`config.mk`:
```
export PLATFORM = sky130hd
export DESIGN_NAME = deac_array_flat
export DESIGN_NICKNAME = d
export VERILOG_FILES = /design/src/logic/deac_pkg.sv /design/src/logic/deac_sfr_if.sv /design/src/logic/deac_array.sv /design/src/flat_wrapper.sv
export SDC_FILE = /design/constraint.sdc
export NUM_CORES = 1
export LEC_CHECK = 0
export BUFFER_PORTS_ARGS = -buffer_cell sky130_fd_sc_hd__buf_2
export CORE_AREA = 3 3 251 253
export DETAILED_ROUTE_END_ITERATION = 6
export DIE_AREA = 0 0 254 256
export PLACE_DENSITY_LB_ADDON = 0.3
export SYNTH_ARGS = -nofsm -noshare
export SYNTH_HDL_FRONTEND = slang
export SYNTH_SLANG_ARGS = --single-unit
```
`constraint.sdc`:
```
create_clock -name clk_i -period 7.4 [get_ports clk_i]
set_input_delay 1.11 -clock clk_i [delete_from_list [all_inputs] [get_ports clk_i]]
set_output_delay 1.11 -clock clk_i [all_outputs]
set_load 0.02 [all_outputs]
```
`src/logic/deac_pkg.sv`:
```
// Package for the nonvolatile data array access block and its register-side master.
// Assumes a single 200 MHz clock shared by both ends.
package deac_pkg;
  localparam int unsigned CLK_PERIOD_NS = 5;
  localparam int unsigned ARRAY_DEPTH = 64;
  localparam logic [7:0] ARRAY_LAST = 8'h3f;
  // Register addresses on the special function register port.
  localparam logic [7:0] NV_DATA_ADDR = 8'h08;
  localparam logic [7:0] NV_ADDRESS_ADDR = 8'h09;
  localparam logic [7:0] NV_CONTROL_STATUS_ADDR = 8'h88;
  localparam logic [7:0] UNLOCK_KEY_PORT_ADDR = 8'h89;
  // Control/status field positions.
  localparam int unsigned READ_LAUNCH_BIT = 0;
  localparam int unsigned WRITE_LAUNCH_BIT = 1;
  localparam int unsigned WRITE_PERMIT_BIT = 2;
  localparam int unsigned WRITE_ABORT_BIT = 3;
  localparam int unsigned WRITE_DONE_BIT = 4;
  localparam logic [7:0] UNLOCK_KEY_FIRST = 8'h55;
  localparam logic [7:0] UNLOCK_KEY_SECOND = 8'haa;
  localparam logic [7:0] NV_REG_RESET = 8'h00;
  // Self-timed write: erase phase then program phase.
  localparam int unsigned ERASE_TIME_NS = 2000;
  localparam int unsigned PROGRAM_TIME_NS = 2000;
  localparam int unsigned ERASE_CYCLES = ERASE_TIME_NS / CLK_PERIOD_NS;
  localparam int unsigned PROGRAM_CYCLES = PROGRAM_TIME_NS / CLK_PERIOD_NS;
  localparam int unsigned POWERUP_TIME_MS = 72;
  localparam int unsigned POWERUP_CYCLES = POWERUP_TIME_MS * 1000000 / CLK_PERIOD_NS;
  // Master command register map (APB side).
  localparam logic [7:0] CMD_ADDR_OFS = 8'h00;
  localparam logic [7:0] CMD_DATA_OFS = 8'h04;
  localparam logic [7:0] CMD_CTRL_OFS = 8'h08;
  localparam logic [7:0] CMD_STAT_OFS = 8'h0c;
  localparam logic [7:0] CMD_RDATA_OFS = 8'h10;
  localparam int unsigned CMD_GO_READ_BIT = 0;
  localparam int unsigned CMD_GO_WRITE_BIT = 1;
  localparam int unsigned CMD_PERMIT_BIT = 2;
  localparam int unsigned CMD_CLR_DONE_BIT = 3;
  typedef enum logic [2:0] {
    DEAC_W_IDLE = 3'b000, DEAC_W_ERASE = 3'b001, DEAC_W_PROG = 3'b011
  } deac_wstate_e;
  typedef enum logic [1:0] {
    DEAC_K_IDLE = 2'b00, DEAC_K_FIRST = 2'b01, DEAC_K_ARMED = 2'b11
  } deac_key_e;
endpackage : deac_pkg

```
`src/logic/deac_sfr_if.sv`:
```
// Special function register port between the core-side master and the array block.
// Assumes both ends share one clock; one access per cycle, no wait states.
`timescale 1ns/10ps
`default_nettype none
interface deac_sfr_if;
  logic wr_en;
  logic rd_en;
  logic [7:0] addr;
  logic [7:0] wdata;
  logic [7:0] rdata;
  logic ext_reset;
  logic wdt_reset;
  modport device (input wr_en, rd_en, addr, wdata, ext_reset, wdt_reset, output rdata);
  modport core (output wr_en, rd_en, addr, wdata, ext_reset, wdt_reset, input rdata);
endinterface : deac_sfr_if
`default_nettype wire

```
`src/logic/deac_array.sv`:
```
// Nonvolatile data array block reached through four special function registers.
// Assumes register accesses are synchronous single-cycle strokes from the core.
// How it works
// - 64-byte array, byte granular access.
// - Each write erases then programs the byte.
// - Internal timer sets write duration.
// - Upper two address bits decoded on reads only (writes ignore them), keep zero.
// - Control bits 7 to 5 read zero.
// - Write end clears launch, sets done flag.
// - External or watchdog reset during write sets abort flag.
// - Address and data survive aborting reset.
// - Write permit cleared at power-up.
// - Launch bits only settable; hardware clears them.
// - Read loads data register next cycle.
// - Data register holds until read or write.
// - Key port stores nothing, reads zero.
// - Write needs 55h, AAh, then launch.
// - Launch ignored while permit is zero.
// - Clearing permit never stops running write.
// - Hardware clears the permit bit only on reset.
// - Software loads address and data first.
// - Software masks interrupts during unlock.
// - Software keeps permit clear when idle; the core leaves permit set after a write.
// - Core access unaffected by code protection.
// - Writes blocked during power-up delay.
`timescale 1ns/10ps
`default_nettype none
module deac_array #(
  parameter int unsigned POWERUP_WAIT = deac_pkg::POWERUP_CYCLES
) (
  input wire logic clk_i,
  input wire logic rstn_i,
  input wire logic ce_i,
  input wire logic code_protect_i,
  deac_sfr_if.device sfr,
  output logic write_busy_o,
  output logic programmer_block_o
);
  import deac_pkg::*;

  logic [7:0] mem [ARRAY_DEPTH];
  logic [7:0] nv_address_reg;
  logic [7:0] nv_data_reg;
  logic read_launch_reg;
  logic write_launch_reg;
  logic write_permit_reg;
  logic write_abort_reg;
  logic write_done_reg;
  logic [31:0] powerup_reg;
  logic [15:0] timer_reg;
  logic [5:0] wr_index_reg;
  logic [7:0] wr_value_reg;
  deac_wstate_e wstate_reg;
  deac_key_e key_reg;
  logic sync_reset;
  logic ctrl_wr;
  logic key_wr;
  logic start_write;
  logic write_finish;
  logic powerup_busy;

  function automatic logic hits(input logic [7:0] a, input logic [7:0] target);
    hits = (a == target);
  endfunction : hits

  assign sync_reset = sfr.ext_reset | sfr.wdt_reset;
  assign ctrl_wr = sfr.wr_en && hits(sfr.addr, NV_CONTROL_STATUS_ADDR);
  assign key_wr = sfr.wr_en && hits(sfr.addr, UNLOCK_KEY_PORT_ADDR);
  assign powerup_busy = (powerup_reg != 32'h0);
  // The launch is honoured only with permit set, key armed and no write running.
  assign start_write = ctrl_wr && sfr.wdata[WRITE_LAUNCH_BIT] && write_permit_reg
    && (key_reg == DEAC_K_ARMED) && !powerup_busy && (wstate_reg == DEAC_W_IDLE);
  assign write_finish = (wstate_reg == DEAC_W_PROG) && (timer_reg == 16'h0);
  assign write_busy_o = write_launch_reg;
  // Core access ignores code protection; only the programmer path is gated.
  assign programmer_block_o = code_protect_i;

  // Only power-on primes the wait; the external and watchdog resets leave it alone.
  always_ff @(posedge clk_i or negedge rstn_i) begin
    if (!rstn_i) begin
      powerup_reg <= 32'(POWERUP_WAIT);
    end else if (ce_i && powerup_busy) begin
      powerup_reg <= powerup_reg - 32'h1;
    end
  end

  always_ff @(posedge clk_i or negedge rstn_i) begin
    if (!rstn_i) begin
      key_reg <= DEAC_K_IDLE;
    end else if (ce_i) begin
      if (sync_reset) begin
        key_reg <= DEAC_K_IDLE;
      end else if (sfr.wr_en || sfr.rd_en) begin
        case (key_reg)
          DEAC_K_IDLE: key_reg <= (key_wr && sfr.wdata == UNLOCK_KEY_FIRST) ? DEAC_K_FIRST
                                  : DEAC_K_IDLE;
          DEAC_K_FIRST: key_reg <= (key_wr && sfr.wdata == UNLOCK_KEY_SECOND) ? DEAC_K_ARMED
                                   : DEAC_K_IDLE;
          default: key_reg <= DEAC_K_IDLE;
        endcase
      end
    end
  end

  always_ff @(posedge clk_i or negedge rstn_i) begin
    if (!rstn_i) begin
      wstate_reg <= DEAC_W_IDLE;
      timer_reg <= 16'h0;
      wr_index_reg <= 6'h0;
      wr_value_reg <= 8'h0;
    end else if (ce_i) begin
      if (sync_reset) begin
        wstate_reg <= DEAC_W_IDLE;
      end else begin
        case (wstate_reg)
          DEAC_W_IDLE: if (start_write) begin
            wstate_reg <= DEAC_W_ERASE;
            timer_reg <= 16'(ERASE_CYCLES - 1);
            wr_index_reg <= nv_address_reg[5:0];
            wr_value_reg <= nv_data_reg;
          end
          DEAC_W_ERASE: if (timer_reg == 16'h0) begin
            wstate_reg <= DEAC_W_PROG;
            timer_reg <= 16'(PROGRAM_CYCLES - 1);
          end else begin
            timer_reg <= timer_reg - 16'h1;
          end
          DEAC_W_PROG: if (timer_reg == 16'h0) begin
            wstate_reg <= DEAC_W_IDLE;
          end else begin
            timer_reg <= timer_reg - 16'h1;
          end
          default: wstate_reg <= DEAC_W_IDLE;
        endcase
      end
    end
  end

  // The array is nonvolatile, so it has no reset; erase writes all ones first.
  always_ff @(posedge clk_i) begin
    if (ce_i && !sync_reset) begin
      if (wstate_reg == DEAC_W_ERASE && timer_reg == 16'h0) begin
        mem[wr_index_reg] <= 8'hff;
      end else if (write_finish) begin
        mem[wr_index_reg] <= wr_value_reg;
      end
    end
  end

  // Address and data are not touched by the external or watchdog reset.
  always_ff @(posedge clk_i or negedge rstn_i) begin
    if (!rstn_i) begin
      nv_address_reg <= NV_REG_RESET;
      nv_data_reg <= NV_REG_RESET;
    end else if (ce_i) begin
      if (sfr.wr_en && hits(sfr.addr, NV_ADDRESS_ADDR)) begin
        nv_address_reg <= sfr.wdata;
      end
      if (read_launch_reg) begin
        nv_data_reg <= (nv_address_reg <= ARRAY_LAST) ? mem[nv_address_reg[5:0]] : 8'h00;
      end else if (sfr.wr_en && hits(sfr.addr, NV_DATA_ADDR)) begin
        nv_data_reg <= sfr.wdata;
      end
    end
  end

  always_ff @(posedge clk_i or negedge rstn_i) begin
    if (!rstn_i) begin
      read_launch_reg <= 1'b0;
      write_launch_reg <= 1'b0;
      write_permit_reg <= 1'b0;
      write_abort_reg <= 1'b0;
      write_done_reg <= 1'b0;
    end else if (ce_i) begin
      if (sync_reset) begin
        read_launch_reg <= 1'b0;
        write_launch_reg <= 1'b0;
        write_permit_reg <= 1'b0;
        write_abort_reg <= write_abort_reg | (wstate_reg != DEAC_W_IDLE);
      end else begin
        if (ctrl_wr && sfr.wdata[READ_LAUNCH_BIT]) begin
          read_launch_reg <= 1'b1;
        end else if (read_launch_reg) begin
          read_launch_reg <= 1'b0;
        end
        if (start_write) begin
          write_launch_reg <= 1'b1;
        end else if (write_finish) begin
          write_launch_reg <= 1'b0;
        end
        if (ctrl_wr) begin
          write_permit_reg <= sfr.wdata[WRITE_PERMIT_BIT];
          write_abort_reg <= sfr.wdata[WRITE_ABORT_BIT];
        end
        if (write_finish) begin
          write_done_reg <= 1'b1;
        end else if (ctrl_wr) begin
          write_done_reg <= sfr.wdata[WRITE_DONE_BIT];
        end
      end
    end
  end

  always_comb begin
    sfr.rdata = 8'h00;
    if (hits(sfr.addr, NV_DATA_ADDR)) begin
      sfr.rdata = nv_data_reg;
    end else if (hits(sfr.addr, NV_ADDRESS_ADDR)) begin
      sfr.rdata = nv_address_reg;
    end else if (hits(sfr.addr, NV_CONTROL_STATUS_ADDR)) begin
      sfr.rdata = {3'h0, write_done_reg, write_abort_reg, write_permit_reg,
                   write_launch_reg, read_launch_reg};
    end
  end
endmodule : deac_array
`default_nettype wire

```
`src/flat_wrapper.sv`:
```
// flat-port wrapper written by rule: the top's interface ports become plain ports
module deac_array_flat import deac_pkg::*;
#(
  parameter int unsigned POWERUP_WAIT = deac_pkg::POWERUP_CYCLES
)
  (clk_i, rstn_i, ce_i, code_protect_i, write_busy_o, programmer_block_o, sfr_wr_en, sfr_rd_en, sfr_addr, sfr_wdata, sfr_ext_reset, sfr_wdt_reset, sfr_rdata);
  deac_sfr_if sfr_i ();
  input wire logic clk_i;
  input wire logic rstn_i;
  input wire logic ce_i;
  input wire logic code_protect_i;
  output logic write_busy_o;
  output logic programmer_block_o;
  input wire logic [$bits(sfr_i.wr_en)-1:0] sfr_wr_en;
  input wire logic [$bits(sfr_i.rd_en)-1:0] sfr_rd_en;
  input wire logic [$bits(sfr_i.addr)-1:0] sfr_addr;
  input wire logic [$bits(sfr_i.wdata)-1:0] sfr_wdata;
  input wire logic [$bits(sfr_i.ext_reset)-1:0] sfr_ext_reset;
  input wire logic [$bits(sfr_i.wdt_reset)-1:0] sfr_wdt_reset;
  output wire logic [$bits(sfr_i.rdata)-1:0] sfr_rdata;
  assign sfr_i.wr_en = sfr_wr_en;
  assign sfr_i.rd_en = sfr_rd_en;
  assign sfr_i.addr = sfr_addr;
  assign sfr_i.wdata = sfr_wdata;
  assign sfr_i.ext_reset = sfr_ext_reset;
  assign sfr_i.wdt_reset = sfr_wdt_reset;
  assign sfr_rdata = sfr_i.rdata;
  deac_array #(.POWERUP_WAIT(POWERUP_WAIT)) u_core (.clk_i(clk_i), .rstn_i(rstn_i), .ce_i(ce_i), .code_protect_i(code_protect_i), .sfr(sfr_i), .write_busy_o(write_busy_o), .programmer_block_o(programmer_block_o));
endmodule
```
# Word-level counts from Yosys, hierarchy flattened
# Memories as Yosys holds them, arrays and structs flattened.
# Index checks and enable logic that the tools add are counted.
[word_totals]
reg_bits = 88
ram_bits = 512
input_bits = 24
memories = 1
out_inout_bits = 10
[op_classes]
n_reduce_logical = 39
mux = 39
add_sub_neg = 2
eq_ne = 15
magnitude_cmp = 1
bitwise = 4
[memory_table]
columns = ["name", "words", "width", "read_ports", "rd_clocked_by_memory_dff", "wr", "line", "source"]
rows = [
  ["u_core.mem", 64, 8, 1, 0, 1, "deac_array.sv:41", "logic [7:0] mem [ARRAY_DEPTH];"],
]
[ops]
columns = ["cell", "n"]
rows = [
  ["$mux 16", 3],
  ["$mux 8", 6],
  ["$pmux 16 s3", 1],
  ["$reduce_bool 32->1", 1],
  ["$sub 32x1->32 const B", 1],
  ["$eq 8x8->1 const B", 3],
  ["$mux 1", 19],
  ["$eq 8x4->1 const B", 2],
  ["$logic_and 1x1->1", 16],
  ["$logic_not 16->1", 1],
  ["$sub 16x1->16 const B", 1],
  ["$mux 3", 4],
  ["$reduce_and 2->1", 5],
  ["$pmux 3 s3", 1],
  ["$reduce_bool 3->1", 3],
  ["$eq 8x7->1 const B", 1],
  ["$le 8x6->1 const B", 1],
  ["$reduce_and 4->1", 2],
  ["$reduce_bool 2->1", 4],
  ["$mux 2", 3],
  ["$ne 3x1->1 const B", 2],
  ["$mux 5", 1],
  ["$reduce_and 5->1", 1],
  ["$pmux 2 s2", 1],
  ["14 further kinds", 17],
]

# Longest topological paths before layout
[logic_depth]
ltp_word = 10
depth_mapped = 9
mapped_depth_nobuf = 8

# Worst setup path before layout
# OpenSTA, ideal clock, no wires.
[synth_path]
path_type = "in2out"
startpoint = "input sfr_addr[5]"
endpoint = "output sfr_rdata[5]"
t_required_ps = 6290
n_path_buf = 1
path_stages = 4
setup_slack_ps = 3686
t_arrival_ps = 2604
cell_sequence = "or4b_1 -> or2_2 -> clkbuf_1 -> nor3_1"
[synth_between]
elab_chain_len = 3
[synth_lines]
columns = ["element", "line", "source"]
rows = [
  ["start, declared", "flat_wrapper.sv:16", "input wire logic [$bits(sfr_i.addr)-1:0] sfr_addr;"],
  ["$eq 8x4->1", "deac_array.sv:63", "hits = (a == target);"],
  ["$mux 8", "deac_array.sv:208", "end else if (hits(sfr.addr, NV_ADDRESS_ADDR)) begin"],
  ["$mux 8 *", "deac_array.sv:206", "if (hits(sfr.addr, NV_DATA_ADDR)) begin"],
  ["end, declared", "flat_wrapper.sv:20", "output wire logic [$bits(sfr_i.rdata)-1:0] sfr_rdata;"],
]
# Mark *: on every way between the ends. The rest lies on a longest branch, timed or not.

# Worst setup path in the final report
[layout_path]
startpoint = "register u_core.timer_reg[9]"
endpoint = "memory u_core.mem[63][0], enable pin"
[layout_between]
elab_chain_len = 7
[layout_lines]
columns = ["element", "line", "source"]
rows = [
  ["start, declared", "deac_array.sv:50", "logic [15:0] timer_reg;"],
  ["start signal, assigned", "deac_array.sv:118", "timer_reg <= 16'(ERASE_CYCLES - 1);"],
  ["start signal, assigned", "deac_array.sv:124", "timer_reg <= 16'(PROGRAM_CYCLES - 1);"],
  ["start signal, assigned", "deac_array.sv:126", "timer_reg <= timer_reg - 16'h1;"],
  ["$logic_not 16->1 *", "deac_array.sv:73, deac_array.sv:142", ""],
  ["$logic_and 1x1->1", "deac_array.sv:73", "assign write_finish = (wstate_reg == DEAC_W_PROG) && (timer_reg == 16'h0);"],
  ["$mux 1", "deac_array.sv:144", "end else if (write_finish) begin"],
  ["$mux 1", "deac_array.sv:142", "if (wstate_reg == DEAC_W_ERASE && timer_reg == 16'h0) begin"],
  ["$mux 1", "deac_array.sv:141", "if (ce_i && !sync_reset) begin"],
  ["$mux 1 (not written as such)", "deac_array.sv:145", "mem[wr_index_reg] <= wr_value_reg;"],
  ["$or 1x1->1 (no source line) *", "-", ""],
  ["end, declared", "deac_array.sv:41", ""],
]
# Marks and branches as above.

==> flow_summary_export.csv <==
group,metric,value,unit
setup_path,crit_arrival,4200,ps
grt,grt_max_degree,131,
cts,cts_resized,0,
layout,largest_reg_flops,512,
yosys,ys_warn_count,0,
cts,cts_made_buffers,59,
die,coreArea,0.06126,mm2
sta,hold_viol,0,
detailed_routing,ant_nets,0,
cts,cts_sinks,599,
sta,post-route-min-period,3956,ps
pwr,p_per_area,249.6,mW/mm2
die,dieArea,0.06502,mm2
cts,cts_setup_buffers,0,
die,start_util,0.3972,
layout,synthToLayoutAreaGrowth,11.93,%
cts,clock_path_buffers,3,
cts,cts-root-buf,"clkbuf_16",
layout,fillers,5222,
sta,fin_setup_tns,0,ps
detailed_routing,dr.pass1.iters,7,
grt,grt_pass1_wl,80160,um
cts,clk-insertion-delay-late,620,ps
setup_path,crit_type,"reg2reg",
die,die_y,256,um
detailed_routing,drt-wirelength-per-cell,23.81,um
place,gp_congestion,0.8100,
job,cap_violations,0,
detailed_routing,routed_wl,52300,um
grt,antenna_found_initial,0,
layout,final_nets,1389,
detailed_routing,drc,0,
yosys,synthCells,1319,
run_status,status,"finished, final reports clean",
layout,drive_gt1_frac,0.2354,
yosys,ys_ff_latch,599,
sta,timing.hold.ws,423.5,ps
detailed_routing,via_count,12310,
detailed_routing,vias_per_cell,5.605,
pwr,vdd_ir_drop_max,0.1551,mV
yosys,seq_area_frac_synth,0.7220,
grt,grt_pass1_vias,12630,
setup_path,required,7640,ps
yosys,yosysUniqueCellTypes,70,
sta,max_freq,252.8,MHz
setup_path,path_max_fanout,8,
sta,min_period_over_period,0.5346,
yosys,synth_edf_count,512,
sta,slew_headroom,0.2930,
grt,grt_remaining_overflow,0,
sta,maxSlewViolCount,0,
layout,antenna-diode-count,0,
die,pin_count,34,
grt,grtUsageTotal,0.1633,
cts,cts_tree,"done",
yosys,syn_area,0.02433,mm2
cts,ctsHoldBuffers,0,
worst_hold_path,min_path_type,"in2async",
setup_path,worst_setup_path_start_kind,"register",
place,io_buffers,31,
sta,setup_viol,0,
pwr,p_leak,10.11,nW
die,row_count,91,
yosys,async_reset_ff_frac,0.1452,
detailed_routing,drt_iter0_markers,1177,
cts,cts-htree-levels,2,
die,die_width,254,um
setup_path,endpoint_kind,"register",
sta,fin_skew,21.52,ps
yosys,synth_nets,1347,
yosys,ys.flop_type,"edfxtp_1",
sta,worst_pin_slew,1053,ps
place,dp_hpwl,31230,um
cts,clk_pin_slew,60,ps
yosys,syn_avg_cell_area,18.45,um2
sta,rsz0062_at_grt,"false",
-- metal layers --
metal	global-route usage	vias to the layer above	part of all wire
li1	-	5417	-
met2	0.2503	393	0.47
met1	0.2410	6435	0.45
met5	0	-	0
met4	0.03791	0	0.018
met3	0.03424	64	0.065
-- worst paths after layout --
path / startpoint / end / slack (ps) / depth (start not counted)
max: u_core.timer_reg[9] / u_core.mem[63][0] / 3440 / 6
min: rstn_i / u_core.nv_address_reg[1] / 420 / 1
max reg2reg: u_core.timer_reg[9] / u_core.mem[63][0] / 3440 / 6
min reg2reg: u_core.powerup_reg[13] / u_core.powerup_reg[13] / 480 / 2
max in group asynchronous: rstn_i / u_core.powerup_reg[21] / 5880 / 2
min in group clk_i: u_core.powerup_reg[13] / u_core.powerup_reg[13] / 480 / 2
-- through the flow --
stage | cells | total power, W | util | setup WS, ps | area, um2
6_report | 2196 | 0.006798 | 0.4446 | 3444 | 27230
5_1_grt | 2196 | 0.007044 | 0.4446 | 3209 | 27230
4_1_cts | 2196 | 0.006870 | 0.4446 | 3438 | 27230
3_5_place_dp | 2090 | 0.003961 | 0.4139 | 3122 | 25360
3_3_place_gp | 2090 | 0.003952 | 0.4139 | 3219 | 25360
2_1_floorplan | 1319 | 0.003896 | - | 3686 | 24330
-- logic make-up (layout without fill, tap and decap cells) --
logic type,Yosys count,in the layout,share of synthesized area
buffers and inverters,72,159,0.01265
adder cells (fa/ha/maj),4,4,0.002057
flip-flops,599,599,0.7220
AO/OA/AOI/OAI,126,126,0.03579
multiplexers,201,201,0.1570
AND/OR/NAND/NOR,290,290,0.06079
XOR/XNOR,27,27,0.009720
-- final cells by class --
type | instances | area [um2] | share of cell area
clock buffer | 63 | 1491 | 0.05477
clock inverter | 43 | 384.1 | 0.01411
inverter | 9 | 33.78 | 0.001241
multi-input combinational | 648 | 6476 | 0.2378
timing repair buffer | 44 | 280.3 | 0.01029
sequential | 599 | 17580 | 0.6455
tap | 790 | 988.4 | 0.03630
-- synthesized netlist by cell type, types with 11 or more instances --
cell / count / area share
dfrtp_1: 76 / 0.078
nand2_1: 39 / 0.0060
mux4_2: 142 / 0.13
mux2_2: 16 / 0.0074
clkbuf_1: 33 / 0.0051
o21ai_0: 22 / 0.0045
nand2b_1: 12 / 0.0031
nand3_1: 23 / 0.0047
mux2i_1: 34 / 0.014
dfstp_2: 11 / 0.012
a211oi_1: 14 / 0.0043
xnor2_1: 19 / 0.0068
a21oi_1: 18 / 0.0037
buf_2: 15 / 0.0031
nor2b_1: 11 / 0.0028
buf_1: 12 / 0.0019
nor3_1: 22 / 0.0045
a31oi_1: 12 / 0.0031
edfxtp_1: 512 / 0.63
nor2_1: 120 / 0.019
-- power by group --
group          switching [W]  internal (W)
Clock                0.00124       0.00166
Combinational       0.000116     0.0000775
Sequential         0.0000476       0.00365
Total                0.00141       0.00539
-- placed cells by master, fill, tap and decap left out, types with 11 or more instances in the layout --
master     Yosys  routed
dfstp_2       11      11
mux2_2        16      16
buf_4          1      12
a21oi_1       18      18
nand3_1       23      23
a31oi_1       12      12
clkinv_2       0      16
edfxtp_1     512     512
buf_2         15      30
nor2b_1       11      11
nor2_1       120     120
clkbuf_16      0      59
xnor2_1       19      19
nor3_1        22      22
mux4_2       142     142
nand2_1       39      39
a211oi_1      14      14
o21ai_0       22      22
mux2i_1       34      34
dfrtp_1       76      72
clkinv_1       1      14
-- critical path, stage by stage (launching register included) --
cell and delay [ps]:
dfrtp_1 400, or4_1 570, or3_1 460, nor2_1 330
and3_1 310, nand3_1 640, nor2_1 870
(Power assumes the default switching activity.)
